<file path="config.mk">
export PLATFORM = sky130hd
export DESIGN_NAME = upc_port_top
export DESIGN_NICKNAME = d
export VERILOG_FILES = /design/src/common/upc_pkg.sv /design/src/upc_pin_cell.sv /design/src/upc_change_det.sv /design/src/upc_port_top.sv
export VERILOG_INCLUDE_DIRS = /design/src /design/src/common
export SDC_FILE = /design/constraint.sdc
export NUM_CORES = 1
export LEC_CHECK = 0
export ABC_AREA = 1
export BUFFER_PORTS_ARGS = -buffer_cell sky130_fd_sc_hd__buf_4
export CORE_UTILIZATION = 45
export CTS_CLUSTER_DIAMETER = 150
export CTS_CLUSTER_SIZE = 40
export DETAILED_ROUTE_END_ITERATION = 16
export PLACE_DENSITY = 0.77
export SYNTH_ARGS = -nofsm -noshare
export SYNTH_HDL_FRONTEND = slang
export SYNTH_SLANG_ARGS = --single-unit
</file>
<file path="constraint.sdc">
create_clock -name clk_i -period 1.3 [get_ports clk_i]
set_input_delay 0.065 -clock clk_i [delete_from_list [all_inputs] [get_ports clk_i]]
set_output_delay 0.065 -clock clk_i [all_outputs]
set_load 0.01 [all_outputs]
</file>
<file path="src/common/upc_cfg.svh">
`ifndef UPC_CFG_SVH
`define UPC_CFG_SVH

// register byte offsets on the bus, one aligned word each
`define UPC_OFF_PINS      8'h00
`define UPC_OFF_LATCH     8'h04
`define UPC_OFF_DIR       8'h08
`define UPC_OFF_INTC      8'h0c
`define UPC_OFF_INTC2     8'h10
`define UPC_OFF_INTC3     8'h14
`define UPC_OFF_ANSEL     8'h18
`define UPC_OFF_IRQ_STAT  8'h1c
`define UPC_OFF_IRQ_MASK  8'h20

// field positions inside the 8-bit registers
`define UPC_INTC_FLAG_BIT  0
`define UPC_INTC_IE_BIT    3
`define UPC_INTC2_PUD_BIT  7
`define UPC_INTC2_PRIO_BIT 0
`define UPC_ANSEL_AN_BIT   4

// pin index inside the upper nibble (0 = bit 4 of the port)
`define UPC_AN_PIN     0
`define UPC_HADDR1_PIN 0
`define UPC_HADDR0_PIN 1
`define UPC_DBG_CLK_PIN 2
`define UPC_DBG_DAT_PIN 3

// debug roles of a pin cell
`define UPC_DBG_NONE 2'h0
`define UPC_DBG_CLK  2'h1
`define UPC_DBG_DAT  2'h2

// reset values
`define UPC_RST_LATCH 4'h0
`define UPC_RST_DIR   4'hf
`define UPC_RST_INTC  8'h00
`define UPC_RST_INTC2 8'h80
`define UPC_RST_INTC3 8'h00

`endif

</file>
<file path="src/common/upc_pkg.sv">
package upc_pkg;
   // one 8-bit register image
   typedef logic [7:0] upc_reg_t;
   // one bit per upper pin
   typedef logic [3:0] upc_nib_t;
   // which source drives a pin's output buffer
   typedef enum logic [1:0] {
      src_latch,
      src_remap,
      src_haddr,
      src_debug
   } upc_src_t;
endpackage

</file>
<file path="src/upc_pin_cell.sv">
`include "upc_cfg.svh"

module upc_pin_cell #(
   parameter bit         HAS_ANALOG = 1'b0,
   parameter bit         HAS_HADDR  = 1'b0,
   parameter logic [1:0] DBG_ROLE   = 2'h0
) (
   // clock and reset
   input  wire logic clk_i,
   input  wire logic rst_i,
   // software controls
   input  wire logic latch_i,
   input  wire logic dir_i,
   input  wire logic pud_n_i,
   input  wire logic analog_i,
   // alternate sources
   input  wire logic remap_sel_i,
   input  wire logic remap_out_i,
   input  wire logic haddr_en_i,
   input  wire logic haddr_i,
   input  wire logic dbg_en_i,
   input  wire logic dbg_oe_i,
   input  wire logic dbg_out_i,
   // pad
   input  wire logic pin_i,
   output logic      pin_o,
   output logic      pin_oe_o,
   output logic      pullup_o,
   output logic      din_o
);
   upc_pkg::upc_src_t src;       // chosen output source
   logic              dbg_own;   // debug owns this pin
   logic              an_on;     // analog function active
   logic              nxt_out;   // next pad value
   logic              nxt_oe;    // next pad enable

   assign dbg_own = (DBG_ROLE != `UPC_DBG_NONE) && dbg_en_i;
   assign an_on   = HAS_ANALOG && analog_i;

   // source priority: debug, host address, remap, latch
   always_comb begin
      if (dbg_own) begin
         src = upc_pkg::src_debug;
      end else if (HAS_HADDR && haddr_en_i && !dir_i) begin
         src = upc_pkg::src_haddr;
      end else if (remap_sel_i && !dir_i) begin
         src = upc_pkg::src_remap;
      end else begin
         src = upc_pkg::src_latch;
      end
   end

   // output value; analog selection deliberately not in this path
   always_comb begin
      case (src)
         upc_pkg::src_debug: nxt_out = dbg_out_i;
         upc_pkg::src_haddr: nxt_out = haddr_i;
         upc_pkg::src_remap: nxt_out = remap_out_i;
         default:            nxt_out = latch_i;
      endcase
   end

   // under debug the clock pin is never driven and the data pin follows the debugger; otherwise direction decides
   always_comb begin
      if (dbg_own) begin
         nxt_oe = (DBG_ROLE == `UPC_DBG_DAT) && dbg_oe_i;
      end else begin
         nxt_oe = !dir_i;
      end
   end

   // pad registers, so every pad signal leaves a flop
   always_ff @(posedge clk_i) begin
      if (rst_i) begin
         pin_o    <= 1'b0;
         pin_oe_o <= 1'b0;
         pullup_o <= 1'b0;
         din_o    <= 1'b0;
      end else begin
         pin_o    <= nxt_out;
         pin_oe_o <= nxt_oe;
         // pull-up only for a digital input with the global enable low
         pullup_o <= dir_i && !pud_n_i && !an_on && !dbg_own;
         // analog or debug use hides the level from digital readers
         din_o    <= (an_on || dbg_own) ? 1'b0 : pin_i;
      end
   end

   pullup_output_a: assert property (@(posedge clk_i) disable iff (rst_i)
      !dir_i |=> !pullup_o) else $error("pull-up on while output");
   analog_hides_a: assert property (@(posedge clk_i) disable iff (rst_i)
      an_on |=> !din_o && !pullup_o) else $error("analog pin not isolated");
endmodule

</file>
<file path="src/upc_change_det.sv">
module upc_change_det (
   // clock and reset
   input  wire logic             clk_i,
   input  wire logic             rst_i,
   // current levels and direction
   input  wire upc_pkg::upc_nib_t din_i,
   input  wire upc_pkg::upc_nib_t dir_i,
   // port access that refreshes the old copy
   input  wire logic             snap_i,
   // any input differs from the old copy
   output logic                  mismatch_o
);
   upc_pkg::upc_nib_t old_ff; // levels seen at the last port access

   // old copy taken on each port access
   always_ff @(posedge clk_i) begin
      if (rst_i) begin
         old_ff <= 4'h0;
      end else if (snap_i) begin
         old_ff <= din_i;
      end
   end

   // only inputs take part; outputs are masked out
   assign mismatch_o = |((din_i ^ old_ff) & dir_i);

   // levels unchanged since the access: the fresh copy must match them
   snap_ends_a: assert property (@(posedge clk_i) disable iff (rst_i)
      snap_i ##1 $stable(din_i) |-> !mismatch_o)
      else $error("mismatch kept after port access");
   output_excluded_a: assert property (@(posedge clk_i) disable iff (rst_i)
      dir_i == 4'h0 |-> !mismatch_o) else $error("output pin raised change");
endmodule

</file>
<file path="src/upc_port_top.sv">
// What this block does
// - output pins drive latch, analog ignored
// - input pin pulls up when control low
// - analog pin loses digital input, pull-up
// - pins carry remapped peripheral in/out
// - large package drives host address pins
// - debug disables other functions on pins
// - debug logic sets data pin direction
// - reset analog default from configuration bit
// - input mismatches ORed set change flag
// - output pins excluded from change compare
// - port access ends mismatch; wait, clear
// - output pins never have pull-up
`include "upc_cfg.svh"

module upc_port_top #(
   parameter bit LARGE_PKG = 1'b1   // 0 for the small package without host address
) (
   // clock and reset
   input  wire logic        clk_i,
   input  wire logic        rst_i,
   // wishbone slave
   input  wire logic        wb_cyc_i,
   input  wire logic        wb_stb_i,
   input  wire logic        wb_we_i,
   input  wire logic [7:0]  wb_adr_i,
   input  wire logic [3:0]  wb_sel_i,
   input  wire logic [31:0] wb_dat_i,
   output logic      [31:0] wb_dat_o,
   output logic             wb_ack_o,
   // configuration strap
   input  wire logic        analog_default_select_i,
   // pads of the upper nibble
   input  wire logic [3:0]  pin_i,
   output logic      [3:0]  pin_o,
   output logic      [3:0]  pin_oe_o,
   output logic      [3:0]  pullup_en_o,
   // remappable peripherals
   input  wire logic [3:0]  remap_sel_i,
   input  wire logic [3:0]  remap_out_i,
   output logic      [3:0]  remap_in_o,
   // parallel host port address
   input  wire logic        host_port_en_i,
   input  wire logic [1:0]  host_port_addr_i,
   // in-circuit debugger
   input  wire logic        in_circuit_debugger_en_i,
   input  wire logic        debug_data_oe_i,
   input  wire logic        debug_data_out_i,
   output logic             debug_serial_clock_o,
   output logic             debug_serial_data_o,
   // interrupts
   output logic             port_change_irq_o,
   output logic             port_change_priority_o,
   output logic             irq_o
);
   logic              req;        // new bus request this cycle
   logic              wr0;        // write with the low byte lane on
   logic              port_touch; // any access to the pin register
   logic [31:0]       rd_data;    // read mux
   logic              mismatch;   // change detector result
   upc_pkg::upc_nib_t lat_ff;     // output latch, upper nibble
   upc_pkg::upc_nib_t dir_ff;     // direction, 1 = input
   upc_pkg::upc_reg_t intc_ff;    // main interrupt control
   upc_pkg::upc_reg_t intc2_ff;   // pull-up and priority control
   upc_pkg::upc_reg_t intc3_ff;   // external interrupt control, stored only
   logic              an_ff;      // analog enable of the analog pin
   logic              stat_ff;    // sticky change event
   logic              mask_ff;    // event mask
   logic              ack_ff;     // bus acknowledge
   logic [31:0]       dat_ff;     // registered read data
   upc_pkg::upc_nib_t din;        // digital levels from the cells
   logic              nxt_flag;   // next change flag

   // one request per bus cycle; ack gap keeps it single
   assign req        = wb_cyc_i && wb_stb_i && !ack_ff;
   assign wr0        = req && wb_we_i && wb_sel_i[0];
   // a read or a write of the pin register refreshes the old copy
   assign port_touch = req && (wb_adr_i == `UPC_OFF_PINS);

   // read mux; lower nibble of port registers belongs elsewhere, reads zero
   always_comb begin
      case (wb_adr_i)
         `UPC_OFF_PINS:     rd_data = {24'h0, din, 4'h0};
         `UPC_OFF_LATCH:    rd_data = {24'h0, lat_ff, 4'h0};
         `UPC_OFF_DIR:      rd_data = {24'h0, dir_ff, 4'h0};
         `UPC_OFF_INTC:     rd_data = {24'h0, intc_ff};
         `UPC_OFF_INTC2:    rd_data = {24'h0, intc2_ff};
         `UPC_OFF_INTC3:    rd_data = {24'h0, intc3_ff};
         `UPC_OFF_ANSEL:    rd_data = {27'h0, an_ff, 4'h0};
         `UPC_OFF_IRQ_STAT: rd_data = {31'h0, stat_ff};
         `UPC_OFF_IRQ_MASK: rd_data = {31'h0, mask_ff};
         default:           rd_data = 32'h0;
      endcase
   end

   // bus handshake: ack one cycle after the request, for one cycle
   always_ff @(posedge clk_i) begin
      if (rst_i) begin
         ack_ff <= 1'b0;
         dat_ff <= 32'h0;
      end else begin
         ack_ff <= req;
         if (req) begin
            // unmapped addresses still answer, with zero
            dat_ff <= wb_we_i ? 32'h0 : rd_data;
         end
      end
   end

   // output latch: pin and latch offsets both land here
   always_ff @(posedge clk_i) begin
      if (rst_i) begin
         lat_ff <= `UPC_RST_LATCH;
      end else if (wr0 && (wb_adr_i == `UPC_OFF_PINS || wb_adr_i == `UPC_OFF_LATCH)) begin
         lat_ff <= wb_dat_i[7:4];
      end
   end

   // direction register; all inputs out of reset
   always_ff @(posedge clk_i) begin
      if (rst_i) begin
         dir_ff <= `UPC_RST_DIR;
      end else if (wr0 && wb_adr_i == `UPC_OFF_DIR) begin
         dir_ff <= wb_dat_i[7:4];
      end
   end

   // change flag: a live mismatch sets it again, so set beats clear
   always_comb begin
      nxt_flag = intc_ff[`UPC_INTC_FLAG_BIT];
      if (wr0 && wb_adr_i == `UPC_OFF_INTC) begin
         nxt_flag = wb_dat_i[`UPC_INTC_FLAG_BIT];
      end
      if (mismatch) begin
         nxt_flag = 1'b1;
      end
   end

   // main interrupt control, flag bit handled above
   always_ff @(posedge clk_i) begin
      if (rst_i) begin
         intc_ff <= `UPC_RST_INTC;
      end else begin
         if (wr0 && wb_adr_i == `UPC_OFF_INTC) begin
            intc_ff <= wb_dat_i[7:0];
         end
         intc_ff[`UPC_INTC_FLAG_BIT] <= nxt_flag;
      end
   end

   // pull-up control and priority; other bits only stored
   always_ff @(posedge clk_i) begin
      if (rst_i) begin
         intc2_ff <= `UPC_RST_INTC2;
         intc3_ff <= `UPC_RST_INTC3;
      end else if (wr0) begin
         if (wb_adr_i == `UPC_OFF_INTC2) begin
            intc2_ff <= wb_dat_i[7:0];
         end
         if (wb_adr_i == `UPC_OFF_INTC3) begin
            intc3_ff <= wb_dat_i[7:0];
         end
      end
   end

   // analog enable takes the strap while reset is held
   always_ff @(posedge clk_i) begin
      if (rst_i) begin
         an_ff <= analog_default_select_i;
      end else if (wr0 && wb_adr_i == `UPC_OFF_ANSEL) begin
         an_ff <= wb_dat_i[`UPC_ANSEL_AN_BIT];
      end
   end

   // sticky event, write one to clear; a new event wins over the clear
   always_ff @(posedge clk_i) begin
      if (rst_i) begin
         stat_ff <= 1'b0;
         mask_ff <= 1'b0;
      end else begin
         if (mismatch) begin
            stat_ff <= 1'b1;
         end else if (wr0 && wb_adr_i == `UPC_OFF_IRQ_STAT && wb_dat_i[0]) begin
            stat_ff <= 1'b0;
         end
         if (wr0 && wb_adr_i == `UPC_OFF_IRQ_MASK) begin
            mask_ff <= wb_dat_i[0];
         end
      end
   end

   // interrupt and debug outputs, each one cycle behind its source
   always_ff @(posedge clk_i) begin
      if (rst_i) begin
         irq_o                  <= 1'b0;
         port_change_irq_o      <= 1'b0;
         port_change_priority_o <= 1'b0;
         debug_serial_clock_o   <= 1'b0;
         debug_serial_data_o    <= 1'b0;
      end else begin
         irq_o                  <= stat_ff && mask_ff;
         port_change_irq_o      <= intc_ff[`UPC_INTC_FLAG_BIT] && intc_ff[`UPC_INTC_IE_BIT];
         port_change_priority_o <= intc2_ff[`UPC_INTC2_PRIO_BIT];
         // debugger sees raw pad levels only while it is enabled
         debug_serial_clock_o   <= in_circuit_debugger_en_i && pin_i[`UPC_DBG_CLK_PIN];
         debug_serial_data_o    <= in_circuit_debugger_en_i && pin_i[`UPC_DBG_DAT_PIN];
      end
   end

   assign wb_ack_o   = ack_ff;
   assign wb_dat_o   = dat_ff;
   assign remap_in_o = din;

   // one cell per upper pin; roles fixed by position
   for (genvar i = 0; i < 4; i++) begin : g_pin
      upc_pin_cell #(
         .HAS_ANALOG (i == `UPC_AN_PIN),
         .HAS_HADDR  (LARGE_PKG && (i == `UPC_HADDR0_PIN || i == `UPC_HADDR1_PIN)),
         .DBG_ROLE   ((i == `UPC_DBG_CLK_PIN) ? `UPC_DBG_CLK :
                      (i == `UPC_DBG_DAT_PIN) ? `UPC_DBG_DAT : `UPC_DBG_NONE)
      ) u_cell (
         .clk_i       (clk_i),
         .rst_i       (rst_i),
         .latch_i     (lat_ff[i]),
         .dir_i       (dir_ff[i]),
         .pud_n_i     (intc2_ff[`UPC_INTC2_PUD_BIT]),
         .analog_i    (an_ff),
         .remap_sel_i (remap_sel_i[i]),
         .remap_out_i (remap_out_i[i]),
         .haddr_en_i  (host_port_en_i),
         .haddr_i     (host_port_addr_i[(i == `UPC_HADDR1_PIN) ? 1 : 0]),
         .dbg_en_i    (in_circuit_debugger_en_i),
         .dbg_oe_i    (debug_data_oe_i),
         .dbg_out_i   (debug_data_out_i),
         .pin_i       (pin_i[i]),
         .pin_o       (pin_o[i]),
         .pin_oe_o    (pin_oe_o[i]),
         .pullup_o    (pullup_en_o[i]),
         .din_o       (din[i])
      );
   end

   // compares input levels with the copy from the last port access
   upc_change_det u_change (
      .clk_i      (clk_i),
      .rst_i      (rst_i),
      .din_i      (din),
      .dir_i      (dir_ff),
      .snap_i     (port_touch),
      .mismatch_o (mismatch)
   );

   ack_single_a: assert property (@(posedge clk_i) disable iff (rst_i)
      wb_ack_o |=> !wb_ack_o) else $error("ack longer than one cycle");
   latch_drive_a: assert property (@(posedge clk_i) disable iff (rst_i)
      !dir_ff[1] && !remap_sel_i[1] && !host_port_en_i && !in_circuit_debugger_en_i
      |=> pin_oe_o[1] && pin_o[1] == $past(lat_ff[1]))
      else $error("output pin not driven from latch");
   pullup_input_a: assert property (@(posedge clk_i) disable iff (rst_i)
      dir_ff[3] && !intc2_ff[`UPC_INTC2_PUD_BIT] && !in_circuit_debugger_en_i
      |=> pullup_en_o[3]) else $error("input pull-up missing");
   host_addr_a: assert property (@(posedge clk_i) disable iff (rst_i)
      LARGE_PKG && host_port_en_i && !dir_ff[1] && !in_circuit_debugger_en_i
      |=> pin_o[1] == $past(host_port_addr_i[0]))
      else $error("host address not on pin");
   debug_takes_a: assert property (@(posedge clk_i) disable iff (rst_i)
      in_circuit_debugger_en_i |=> !pin_oe_o[`UPC_DBG_CLK_PIN] && !din[`UPC_DBG_CLK_PIN]
      && !pullup_en_o[`UPC_DBG_CLK_PIN]) else $error("debug clock pin shared");
   debug_dir_a: assert property (@(posedge clk_i) disable iff (rst_i)
      in_circuit_debugger_en_i |=> pin_oe_o[`UPC_DBG_DAT_PIN] == $past(debug_data_oe_i))
      else $error("debug data direction wrong");
   strap_load_a: assert property (@(posedge clk_i)
      rst_i |=> an_ff == $past(analog_default_select_i))
      else $error("analog default not loaded");
   // the irq output is built from the enable one cycle earlier, hence the past value
   flag_set_a: assert property (@(posedge clk_i) disable iff (rst_i)
      mismatch |=> intc_ff[`UPC_INTC_FLAG_BIT]
      ##1 (port_change_irq_o || !$past(intc_ff[`UPC_INTC_IE_BIT])))
      else $error("change flag not set");
   pin_read_a: assert property (@(posedge clk_i) disable iff (rst_i)
      req && !wb_we_i && wb_adr_i == `UPC_OFF_PINS |=> wb_ack_o && wb_dat_o[7:4] == $past(din))
      else $error("pin read wrong");
endmodule

</file>
==> results of run 1 <==
-- synth_stat cells, drive strengths merged --
| cell type | n | area (um^2) |
|---|---|---|
| nand3 | 41 | 205 |
| nand4 | 5 | 31.3 |
| o21ai | 35 | 179 |
| clkbuf | 2 | 7.51 |
| nor2 | 75 | 354 |
| nor3 | 5 | 25.0 |
| dfxtp | 68 | 1360 |
| o211ai | 6 | 58.8 |
| a31o | 2 | 17.5 |
| inv | 44 | 175 |
| clkinv | 2 | 12.5 |
| nand2 | 86 | 345 |
| a21oi | 25 | 129 |
| edfxtp | 1 | 30.0 |
| nor4 | 1 | 6.26 |
| conb | 1 | 3.75 |
| a31oi | 2 | 12.5 |
| nor3b | 1 | 7.51 |
| buf | 48 | 352 |
-- routing by layer --
layer / track usage / up-vias / wire length, um
met5: 0 / - / 0
met4: 0.0820 / 0 / 110
met3: 0.0405 / 14 / 627
met2: 0.382 / 161 / 4220
met1: 0.288 / 1477 / 3560
li1: - / 1583 / -
-- per-stage QoR --
step | setup slack, ns | hold slack, ns | instance area [um^2] | TNS [ns]
after CTS | 0.00385 | 0.00521 | 4210 | 0
after global placement | 0.00289 | 0.270 | 3910 | 0
after global routing | -0.145 | 0.00355 | 4390 | -1.69
final | -0.0598 | 0.00901 | 4390 | -0.177
after floorplan | 0.0108 | 0.172 | 3400 | 0
after detailed placement | -0.0515 | 0.274 | 3910 | -0.0818
-- registers in the layout (all words and copies together), names as in the netlist --
signal,flops
intc_ff,8
wb_dat_o,8
port_change_priority_o,1
u_change.old_ff,4
an_ff,1
lat_ff,4
g_pin.u_cell.pin_o,4
intc3_ff,8
port_change_irq_o,1
debug_serial_clock_o,1
wb_ack_o,1
mask_ff,1
stat_ff,1
g_pin.u_cell.din_o,4
g_pin.u_cell.pin_oe_o,4
irq_o,1
dir_ff,4
g_pin.u_cell.pullup_o,4
intc2_ff,8
debug_serial_data_o,1
-- report_power, final --
| part | switching (W) | internal, W | total, W |
|---|---|---|---|
| Combinational | 0.000238 | 0.000195 | 0.000433 |
| Sequential | 0.0000180 | 0.00214 | 0.00216 |
| Clock | 0.000820 | 0.000852 | 0.00167 |
-- final timing paths --
kind                             from                                  end  slack, ns  depth (start not counted)
max               wb_ack_o$_SDFF_PP0_                      an_ff$_DFFE_PP_      -0.06                          7
min          in_circuit_debugger_en_i       debug_serial_data_o$_SDFF_PP0_      0.009                          3
max reg2reg       wb_ack_o$_SDFF_PP0_                      an_ff$_DFFE_PP_      -0.06                          7
min reg2reg    dir_ff[0]$_SDFFE_PP1P_  g_pin[0].u_cell.pin_oe_o$_SDFF_PP0_       0.44                          1
-- timing repair --
item	4_1_cts	5_1_grt
endpoints found under the hold margin	14	0
resized for setup	0	41
buffers inserted	0	8
hold buffers	11	0
setup endpoints to repair	0	28
-- final cells by class --
| cell class | count | area [um^2] | share of cell area |
|---|---|---|---|
| Clock inverter | 4 | 31.3 | 0.00713 |
| Inverter | 46 | 200 | 0.0456 |
| Clock buffer | 11 | 163 | 0.0371 |
| Timing Repair inverter | 1 | 6.26 | 0.00143 |
| Multi-Input combinational cell | 308 | 1530 | 0.348 |
| Sequential cell | 69 | 1390 | 0.318 |
| Tap cell | 96 | 120 | 0.0274 |
| Timing Repair Buffer | 112 | 946 | 0.216 |
-- kinds of logic after synthesis --
| kind of cell | after synthesis | synth area share |
|---|---|---|
| AOI/OAI and AO/OA | 70 | 0.120 |
| buffers and inverters | 96 | 0.165 |
| DFF | 69 | 0.420 |
| other | 1 | 0.00113 |
| and+or+nand+nor | 214 | 0.294 |
-- worst max-delay path, cell delays in order (launching register included) --
cell     delay [ns]
dfxtp_2        0.34
nor2_4         0.13
inv_4          0.06
nor2_8         0.18
buf_6          0.13
buf_4          0.10
nand3_2        0.05
nand2_1        0.08
==> out/summary.txt, run 1 <==
die area -> 0.00771 mm^2
antenna cells -> 0
most frequent cells in the layout -> 92 x buf_4, 81 x nand2_1, 66 x dfxtp_1
Setup violations, final -> 9
post-layout min period -> 1.36 ns
chip height -> 87.8 um
yosys warns -> 0
total chip power -> 0.00427 W
crit-path max FO -> 6
core area -> 0.00694 mm^2
DRT iter0 DRCs -> 286
vias per inst -> 5.00
initial antenna violation count -> 0
# fillers -> 590
CP Class -> flip-flop to flip-flop
Sink Count -> 69
Final Hold Viols -> 0
Synth Area per Inst -> 7.36 um^2
maxcap violations -> 0
fin worst setup slack -> -0.0598 ns
Worst-path clk slew -> 0.07 ns
Max Root-Sink Buffers -> 2
RSZ-0062 raised after global routing -> true
clk_skew -> 0.0106 ns
first drt pass iteration count -> 5
Util after Layout -> 0.632
# rows -> 30
DPL Wire Length -> 6090 um
Worst EP arrival -> 1.41 ns
Seq/Total Area, Yosys -> 0.420
Root Buffer -> clkbuf_8
Pleak -> 2.02 nW
P per Cell Area -> 972 mW/mm^2
largest net degree at the start of global routing -> 30
Initial Utilization -> 0.477
synthesis-stage register bit count -> 69
grt ovf -> 0
input/output buffers -> 70
Startpoint Class -> flip-flop
clock latency on the worst-skew pair -> 0.34 ns
wire per inst -> 13.2 um
fin cells -> 647
total CTS buffers -> 9
crit end category -> flip-flop
routability cong. -> 0.853
count of cell types in the netlist -> 35
DRC -> 0
outcome -> complete, but fails checks
maximum vdd drop -> 0.000517 V
total track usage -> 0.226
Mapped Area -> 0.00331 mm^2
Max Fclk -> 0.735 GHz
antenna viol nets, final -> 0
commonest non-fill, non-tap cell in the layout -> buf_4
Gate Count Post-Synth -> 450
Die X-Extent -> 87.8 um
violated checks -> setup timing
IO Pins -> 122
CTS tree -> yes
first-pass GRT wire length -> 13300 um
via count -> 3235
H-tree depth -> 3
placed cell count -> 612
Routed Wire Length -> 8520 um
period utilization -> 1.05
Slew Limit Fails -> 0
Area Overhead vs Synth -> 32.4%
Post-layout nets -> 615
fraction of layout cells with a size suffix above 1 -> 0.289
Hold/Removal Path Class -> input pin to flip-flop
CP required -> 1.35 ns
vias in the first global route -> 2906
(Power assumes the default switching activity.)
==> run 2, diff against run 1 <==
--- a/config.mk
+++ b/config.mk
@@ -6,13 +6,13 @@
 export SDC_FILE = /design/constraint.sdc
 export NUM_CORES = 1
 export LEC_CHECK = 0
-export ABC_AREA = 1
 export BUFFER_PORTS_ARGS = -buffer_cell sky130_fd_sc_hd__buf_4
 export CORE_UTILIZATION = 45
 export CTS_CLUSTER_DIAMETER = 150
 export CTS_CLUSTER_SIZE = 40
 export DETAILED_ROUTE_END_ITERATION = 16
 export PLACE_DENSITY = 0.77
+export RECOVER_POWER = 25
 export SYNTH_ARGS = -nofsm -noshare
 export SYNTH_HDL_FRONTEND = slang
 export SYNTH_SLANG_ARGS = --single-unit
==> out/summary.txt, run 2 <==
outcome -> complete, but fails checks
violated checks -> setup timing
register-to-register setup slack -> -0.23 ns
crit-path max FO -> 8
post-layout min period -> 1.53 ns
antenna viol nets, final -> 0
Setup Slack @ Placement -> -0.414 ns
CP dominant cell by count -> buf_6
Routed Wire Length -> 9410 um
async set or reset register ratio after synthesis -> 0
clock share of power -> 0.371
top post-synthesis cells by area -> dfxtp_1 41%, mux2i_1 11%, buf_4 9.0%
wire per inst -> 16.5 um
Initial Utilization -> 0.478
antenna cells -> 0
die area -> 0.00772 mm^2
grt ovf -> 0
Hold/Removal Path Class -> input pin to flip-flop
Synth Area per Inst -> 9.38 um^2
final instance area -> 0.00459 mm^2
# fillers -> 523
count of cell types in the netlist -> 50
CP required -> 1.54 ns
# rows -> 30
switch share -> 0.247
Synth Area in Compound Gates -> 0.136
slowest CP cell -> dfxtp_2
worst-margin pin slew -> 0.595 ns
vias in the first global route -> 2934
largest net degree at the start of global routing -> 36
Worst Hold Path EP -> dir_ff[0]$_SDFFE_PP1P_
DRC -> 0
reg2reg path depth -> 6
RSZ-0062 raised after global routing -> true
Die X-Extent -> 87.9 um
worst-path cell chain -> nand3b_1 > buf_6 > nor4b_4 > buf_6 > mux2i_1 > nor2_1
Worst EP arrival -> 1.77 ns
maxcap violations -> 0
P per Cell Area -> 939 mW/mm^2
register share of total power -> 0.501
Root Buffer -> clkbuf_8
Gate Count Post-Synth -> 354
main combinational cell family by area after synthesis -> simple AND/OR/NAND/NOR gates
Max Fclk -> 0.654 GHz
chip height -> 87.9 um
Final Hold Viols -> 0
placed cell count -> 538
Sw Pwr -> 0.00107 W
fraction of layout cells with a size suffix above 1 -> 0.355
sequential cell area -> 0.00139 mm^2
maximum vdd drop -> 0.000582 V
CP delay by family, top -> simple AND/OR/NAND/NOR gates
H-tree depth -> 3
Startpoint Class -> flip-flop
most frequent cells in the layout -> 118 x buf_4, 67 x dfxtp_1, 37 x mux2i_1
Worst Hold Path Cells -> 3
area of the multi-input gates -> 0.00174 mm^2
via count -> 3093
IO Pins -> 122
CP bufs+invs -> 2
clock latency on the worst-skew pair -> 0.34 ns
core area -> 0.00694 mm^2
clk_skew -> 0.00712 ns
Worst-path clk slew -> 0.07 ns
Sink Count -> 69
CTS tree -> yes
synthesis-stage register bit count -> 69
dpl cell area -> 0.00415 mm^2
vias per inst -> 5.44
routability cong. -> 0.880
total CTS buffers -> 9
yosys warns -> 0
Slew Limit Fails -> 0
reg2reg start -> wb_ack_o$_SDFF_PP0_
DPL Wire Length -> 6690 um
Slew Limit Headroom -> 0.598
Max Root-Sink Buffers -> 2
Min-Delay Startpoint -> wb_dat_i[4]
simple-gate area share of the yosys netlist -> 0.185
first-pass GRT wire length -> 14600 um
Pleak -> 1.94 nW
Util after Layout -> 0.662
Post-Synth XOR/XNOR Area -> 0.0106
area leader, netlist -> dfxtp_1
Cell Int Power -> 0.00325 W
period utilization -> 1.18
combinational power share -> 0.128
Post-layout nets -> 537
fin cells -> 569
DRT iter0 DRCs -> 181
area fraction of the dominant cell type after synthesis -> 0.410
Mapped Area -> 0.00332 mm^2
Synth Flop Type -> dfxtp_1
post-synthesis mux area share -> 0.122
input/output buffers -> 70
total track usage -> 0.255
initial antenna violation count -> 0
Setup violations, final -> 47
Seq/Total Area, Yosys -> 0.419
Area Overhead vs Synth -> 38.4%
commonest cells in the netlist -> 68 x dfxtp_1, 40 x buf_4, 37 x mux2i_1
first drt pass iteration count -> 4
CP max stage delay -> 0.32 ns
most numerous cell in the Yosys netlist -> dfxtp_1
CP Class -> flip-flop to flip-flop
adder-cell area share of the yosys netlist -> 0
fin worst setup slack -> -0.229 ns
Critical R2R Capture -> intc2_ff[4]$_SDFFE_PP0P_
Post-synth EDFFs -> 1
commonest non-fill, non-tap cell in the layout -> buf_4
crit end category -> flip-flop
==> run 2: changes by cell type in the layout (fill, tap and decap cells not counted), sizes merged, moves of 7 or more <==
cell   before  now
and3        0    9
nor2       75   36
a22o        0    7
nor4        1    9
mux2i       0   37
o21ai      35   10
nand2      86   12
nand3      41   11
inv        46    9
buf       101  128
==> run 2: through the flow <==
step	TNS [ns]	total power, W	hold WS [ns]
global route	-8.69	0.00447	0.0209
floorplan	-8.89	0.00249	0.142
detailed placement	-12.62	0.00269	0.293
CTS	-5.15	0.00431	0.00307
global placement	-11.01	0.00267	0.276
finish	-5.68	0.00431	0.0145
==> run 2: worst max path at each step <==
stage | endpoint | start | slack, ns | depth (start not counted)
6_report | intc2_ff[4]$_SDFFE_PP0P_ | wb_ack_o$_SDFF_PP0_ | -0.23 | 6
2_1_floorplan | intc_ff[0]$_SDFFE_PP0P_ | wb_ack_o$_SDFF_PP0_ | -0.37 | 4
3_5_place_dp | intc2_ff[5]$_SDFFE_PP0P_ | wb_adr_i[6] | -0.41 | 6
4_1_cts | intc2_ff[0]$_SDFFE_PP0P_ | wb_ack_o$_SDFF_PP0_ | -0.20 | 6
3_3_place_gp | intc2_ff[3]$_SDFFE_PP0P_ | wb_adr_i[6] | -0.36 | 6
5_1_grt | wb_dat_o[7]$_SDFFE_PP0N_ | wb_ack_o$_SDFF_PP0_ | -0.25 | 6
==> run 2: cell type report <==
type                            count  area share
Clock inverter                      1     0.00109
Timing Repair Buffer              139       0.247
Multi-Input combinational cell    241       0.378
Tap cell                           96      0.0261
Clock buffer                       14      0.0376
Inverter                            9     0.00735
Sequential cell                    69       0.303
==> run 2: logic make-up (layout without fill, tap and decap cells) <==
logic type,Yosys count,in the layout
mux,39,39
flops,69,69
other cells,1,24
compound gates,65,65
simple gates,109,109
buf+inv,67,163
xor+xnor,4,4
==> run 2: power groups by stage <==
stage | combinational, W | sequential, W | clock, W
final | 0.000551 | 0.00216 | 0.00160
after global routing | 0.000584 | 0.00216 | 0.00173
after global placement | 0.000467 | 0.00221 | 0
after floorplan | 0.000285 | 0.00220 | 0
after detailed placement | 0.000477 | 0.00221 | 0
after CTS | 0.000530 | 0.00216 | 0.00162
==> run 2: metal layers <==
layer / up-vias / share of wire / global-route usage
li1: 1446 / - / -
met1: 1478 / 0.41 / 0.310
met2: 147 / 0.50 / 0.442
met3: 22 / 0.069 / 0.0481
met4: 0 / 0.026 / 0.107
met5: - / 0 / 0
==> run 2: timing repair <==
action | 4_1_cts | 5_1_grt
hold buffers | 11 | 0
pin swaps | 19 | 8
resized for setup | 20 | 8
buffers inserted | 5 | 1
endpoints found under the setup margin | 46 | 46
endpoints found under the hold margin | 18 | 0
==> run 2: worst register-to-register path, stage by stage (launching register included) <==
cell	delay, ns
dfxtp_2	0.32
nand3b_1	0.19
buf_6	0.18
nor4b_4	0.27
buf_6	0.19
mux2i_1	0.22
nor2_1	0.05
==> run 3, diff against run 2 <==
--- a/config.mk
+++ b/config.mk
@@ -6,6 +6,7 @@
 export SDC_FILE = /design/constraint.sdc
 export NUM_CORES = 1
 export LEC_CHECK = 0
+export ABC_CLOCK_PERIOD_IN_PS = 1300
 export BUFFER_PORTS_ARGS = -buffer_cell sky130_fd_sc_hd__buf_4
 export CORE_UTILIZATION = 45
 export CTS_CLUSTER_DIAMETER = 150
@@ -13,6 +14,7 @@
 export DETAILED_ROUTE_END_ITERATION = 16
 export PLACE_DENSITY = 0.77
 export RECOVER_POWER = 25
+export SKIP_CTS_REPAIR_TIMING = 1
 export SYNTH_ARGS = -nofsm -noshare
 export SYNTH_HDL_FRONTEND = slang
 export SYNTH_SLANG_ARGS = --single-unit
==> out/summary.txt, run 3 (same netlist as run 2, synthesis figures left out) <==
commonest non-fill, non-tap cell in the layout -> buf_4
Min-Delay Startpoint -> wb_dat_i[3]
Routed Wire Length -> 9260 um
clk_skew -> 0.00787 ns
area of the multi-input gates -> 0.00175 mm^2
switch share -> 0.248
Setup violations, final -> 46
via count -> 3056
clock share of power -> 0.372
wire per inst -> 16.4 um
Sw Pwr -> 0.00107 W
Sink Count -> 69
reg2reg start -> wb_ack_o$_SDFF_PP0_
fin worst setup slack -> -0.217 ns
vias in the first global route -> 2839
Worst-path clk slew -> 0.07 ns
violated checks -> hold timing, setup timing
Post-layout nets -> 533
dpl cell area -> 0.00415 mm^2
Slew Limit Headroom -> 0.586
DRC -> 0
most frequent cells in the layout -> 114 x buf_4, 65 x dfxtp_1, 37 x mux2i_1
Pleak -> 1.91 nW
H-tree depth -> 3
antenna viol nets, final -> 0
total CTS buffers -> 9
maxcap violations -> 0
period utilization -> 1.17
routability cong. -> 0.880
IO Pins -> 122
CTS tree -> yes
Slew Limit Fails -> 0
total track usage -> 0.242
Worst EP arrival -> 1.75 ns
# rows -> 30
register-to-register setup slack -> -0.22 ns
Final Hold Viols -> 2
final instance area -> 0.00455 mm^2
Max Fclk -> 0.659 GHz
Area Overhead vs Synth -> 37.0%
DRT iter0 DRCs -> 182
Hold Slack -> -0.0105 ns
post-layout min period -> 1.52 ns
antenna cells -> 0
RSZ-0062 raised after global routing -> true
largest net degree at the start of global routing -> 36
grt ovf -> 0
Worst Hold Path EP -> intc2_ff[3]$_SDFFE_PP0P_
Critical R2R Capture -> lat_ff[1]$_SDFFE_PP0P_
Cell Int Power -> 0.00324 W
first-pass GRT wire length -> 13800 um
fraction of layout cells with a size suffix above 1 -> 0.354
initial antenna violation count -> 0
chip height -> 87.9 um
sequential cell area -> 0.00140 mm^2
outcome -> complete, but fails checks
clock latency on the worst-skew pair -> 0.34 ns
crit end category -> flip-flop
CP required -> 1.53 ns
Startpoint Class -> flip-flop
die area -> 0.00772 mm^2
core area -> 0.00694 mm^2
Worst Hold Path Cells -> 3
total chip power -> 0.00430 W
# fillers -> 531
Root Buffer -> clkbuf_8
Initial Utilization -> 0.478
worst-margin pin slew -> 0.621 ns
input/output buffers -> 70
register share of total power -> 0.502
first drt pass iteration count -> 4
Hold/Removal Path Class -> input pin to flip-flop
Die X-Extent -> 87.9 um
combinational power share -> 0.126
reg2reg path depth -> 7
P per Cell Area -> 946 mW/mm^2
vias per inst -> 5.41
Max Root-Sink Buffers -> 2
DPL Wire Length -> 6690 um
maximum vdd drop -> 0.000563 V
crit-path max FO -> 7
CP Class -> flip-flop to flip-flop
[run 3: worst max-delay path by stage]
stage	start	endpoint	cells past startpoint
6_report	wb_ack_o$_SDFF_PP0_	lat_ff[1]$_SDFFE_PP0P_	7
2_1_floorplan	wb_ack_o$_SDFF_PP0_	intc_ff[0]$_SDFFE_PP0P_	4
3_5_place_dp	wb_adr_i[6]	intc2_ff[5]$_SDFFE_PP0P_	6
5_1_grt	wb_ack_o$_SDFF_PP0_	lat_ff[3]$_SDFFE_PP0P_	7
3_3_place_gp	wb_adr_i[6]	intc2_ff[3]$_SDFFE_PP0P_	6
4_1_cts	wb_ack_o$_SDFF_PP0_	intc_ff[2]$_SDFFE_PP0P_	6
[run 3: power groups by stage]
stage	combinational [W]	clock, W	sequential, W
2_1_floorplan	0.000285	0	0.00220
3_5_place_dp	0.000477	0	0.00221
6_report	0.000540	0.00160	0.00216
4_1_cts	0.000479	0.00162	0.00216
3_3_place_gp	0.000467	0	0.00221
5_1_grt	0.000573	0.00172	0.00216
[run 3: critical path, stage by stage (launching register included)]
cell and delay, ns:
dfxtp_2 0.32, nand3b_1 0.17, buf_6 0.16, buf_4 0.14
nor4_4 0.16, buf_6 0.18, mux2i_1 0.21, nor2_1 0.05
[run 3: routing by layer]
metal | global-route usage | wire length (um) | vias to the layer above
met4 | 0.0939 | 206 | 0
met2 | 0.415 | 4640 | 126
li1 | - | - | 1436
met1 | 0.303 | 3850 | 1476
met3 | 0.0434 | 562 | 18
met5 | 0 | 0 | -
[run 3: final cells by class]
cell class              instances  area share
flip-flops and latches         69       0.307
inverters                       9     0.00743
clock inverters                 1     0.00110
clock buffers                  14      0.0380
well taps                      96      0.0264
multi-input cells             241       0.384
repair buffers                135       0.236
[run 3: through the flow]
| step | utilization | worst slack (ns) | TNS [ns] | cells |
|---|---|---|---|---|
| 2_1_floorplan | - | -0.371 | -8.89 | 377 |
| 6_report | 0.655 | -0.217 | -6.26 | 565 |
| 3_5_place_dp | 0.598 | -0.414 | -12.62 | 538 |
| 3_3_place_gp | 0.598 | -0.363 | -11.01 | 538 |
| 5_1_grt | 0.655 | -0.297 | -9.38 | 565 |
| 4_1_cts | 0.623 | -0.264 | -8.24 | 553 |
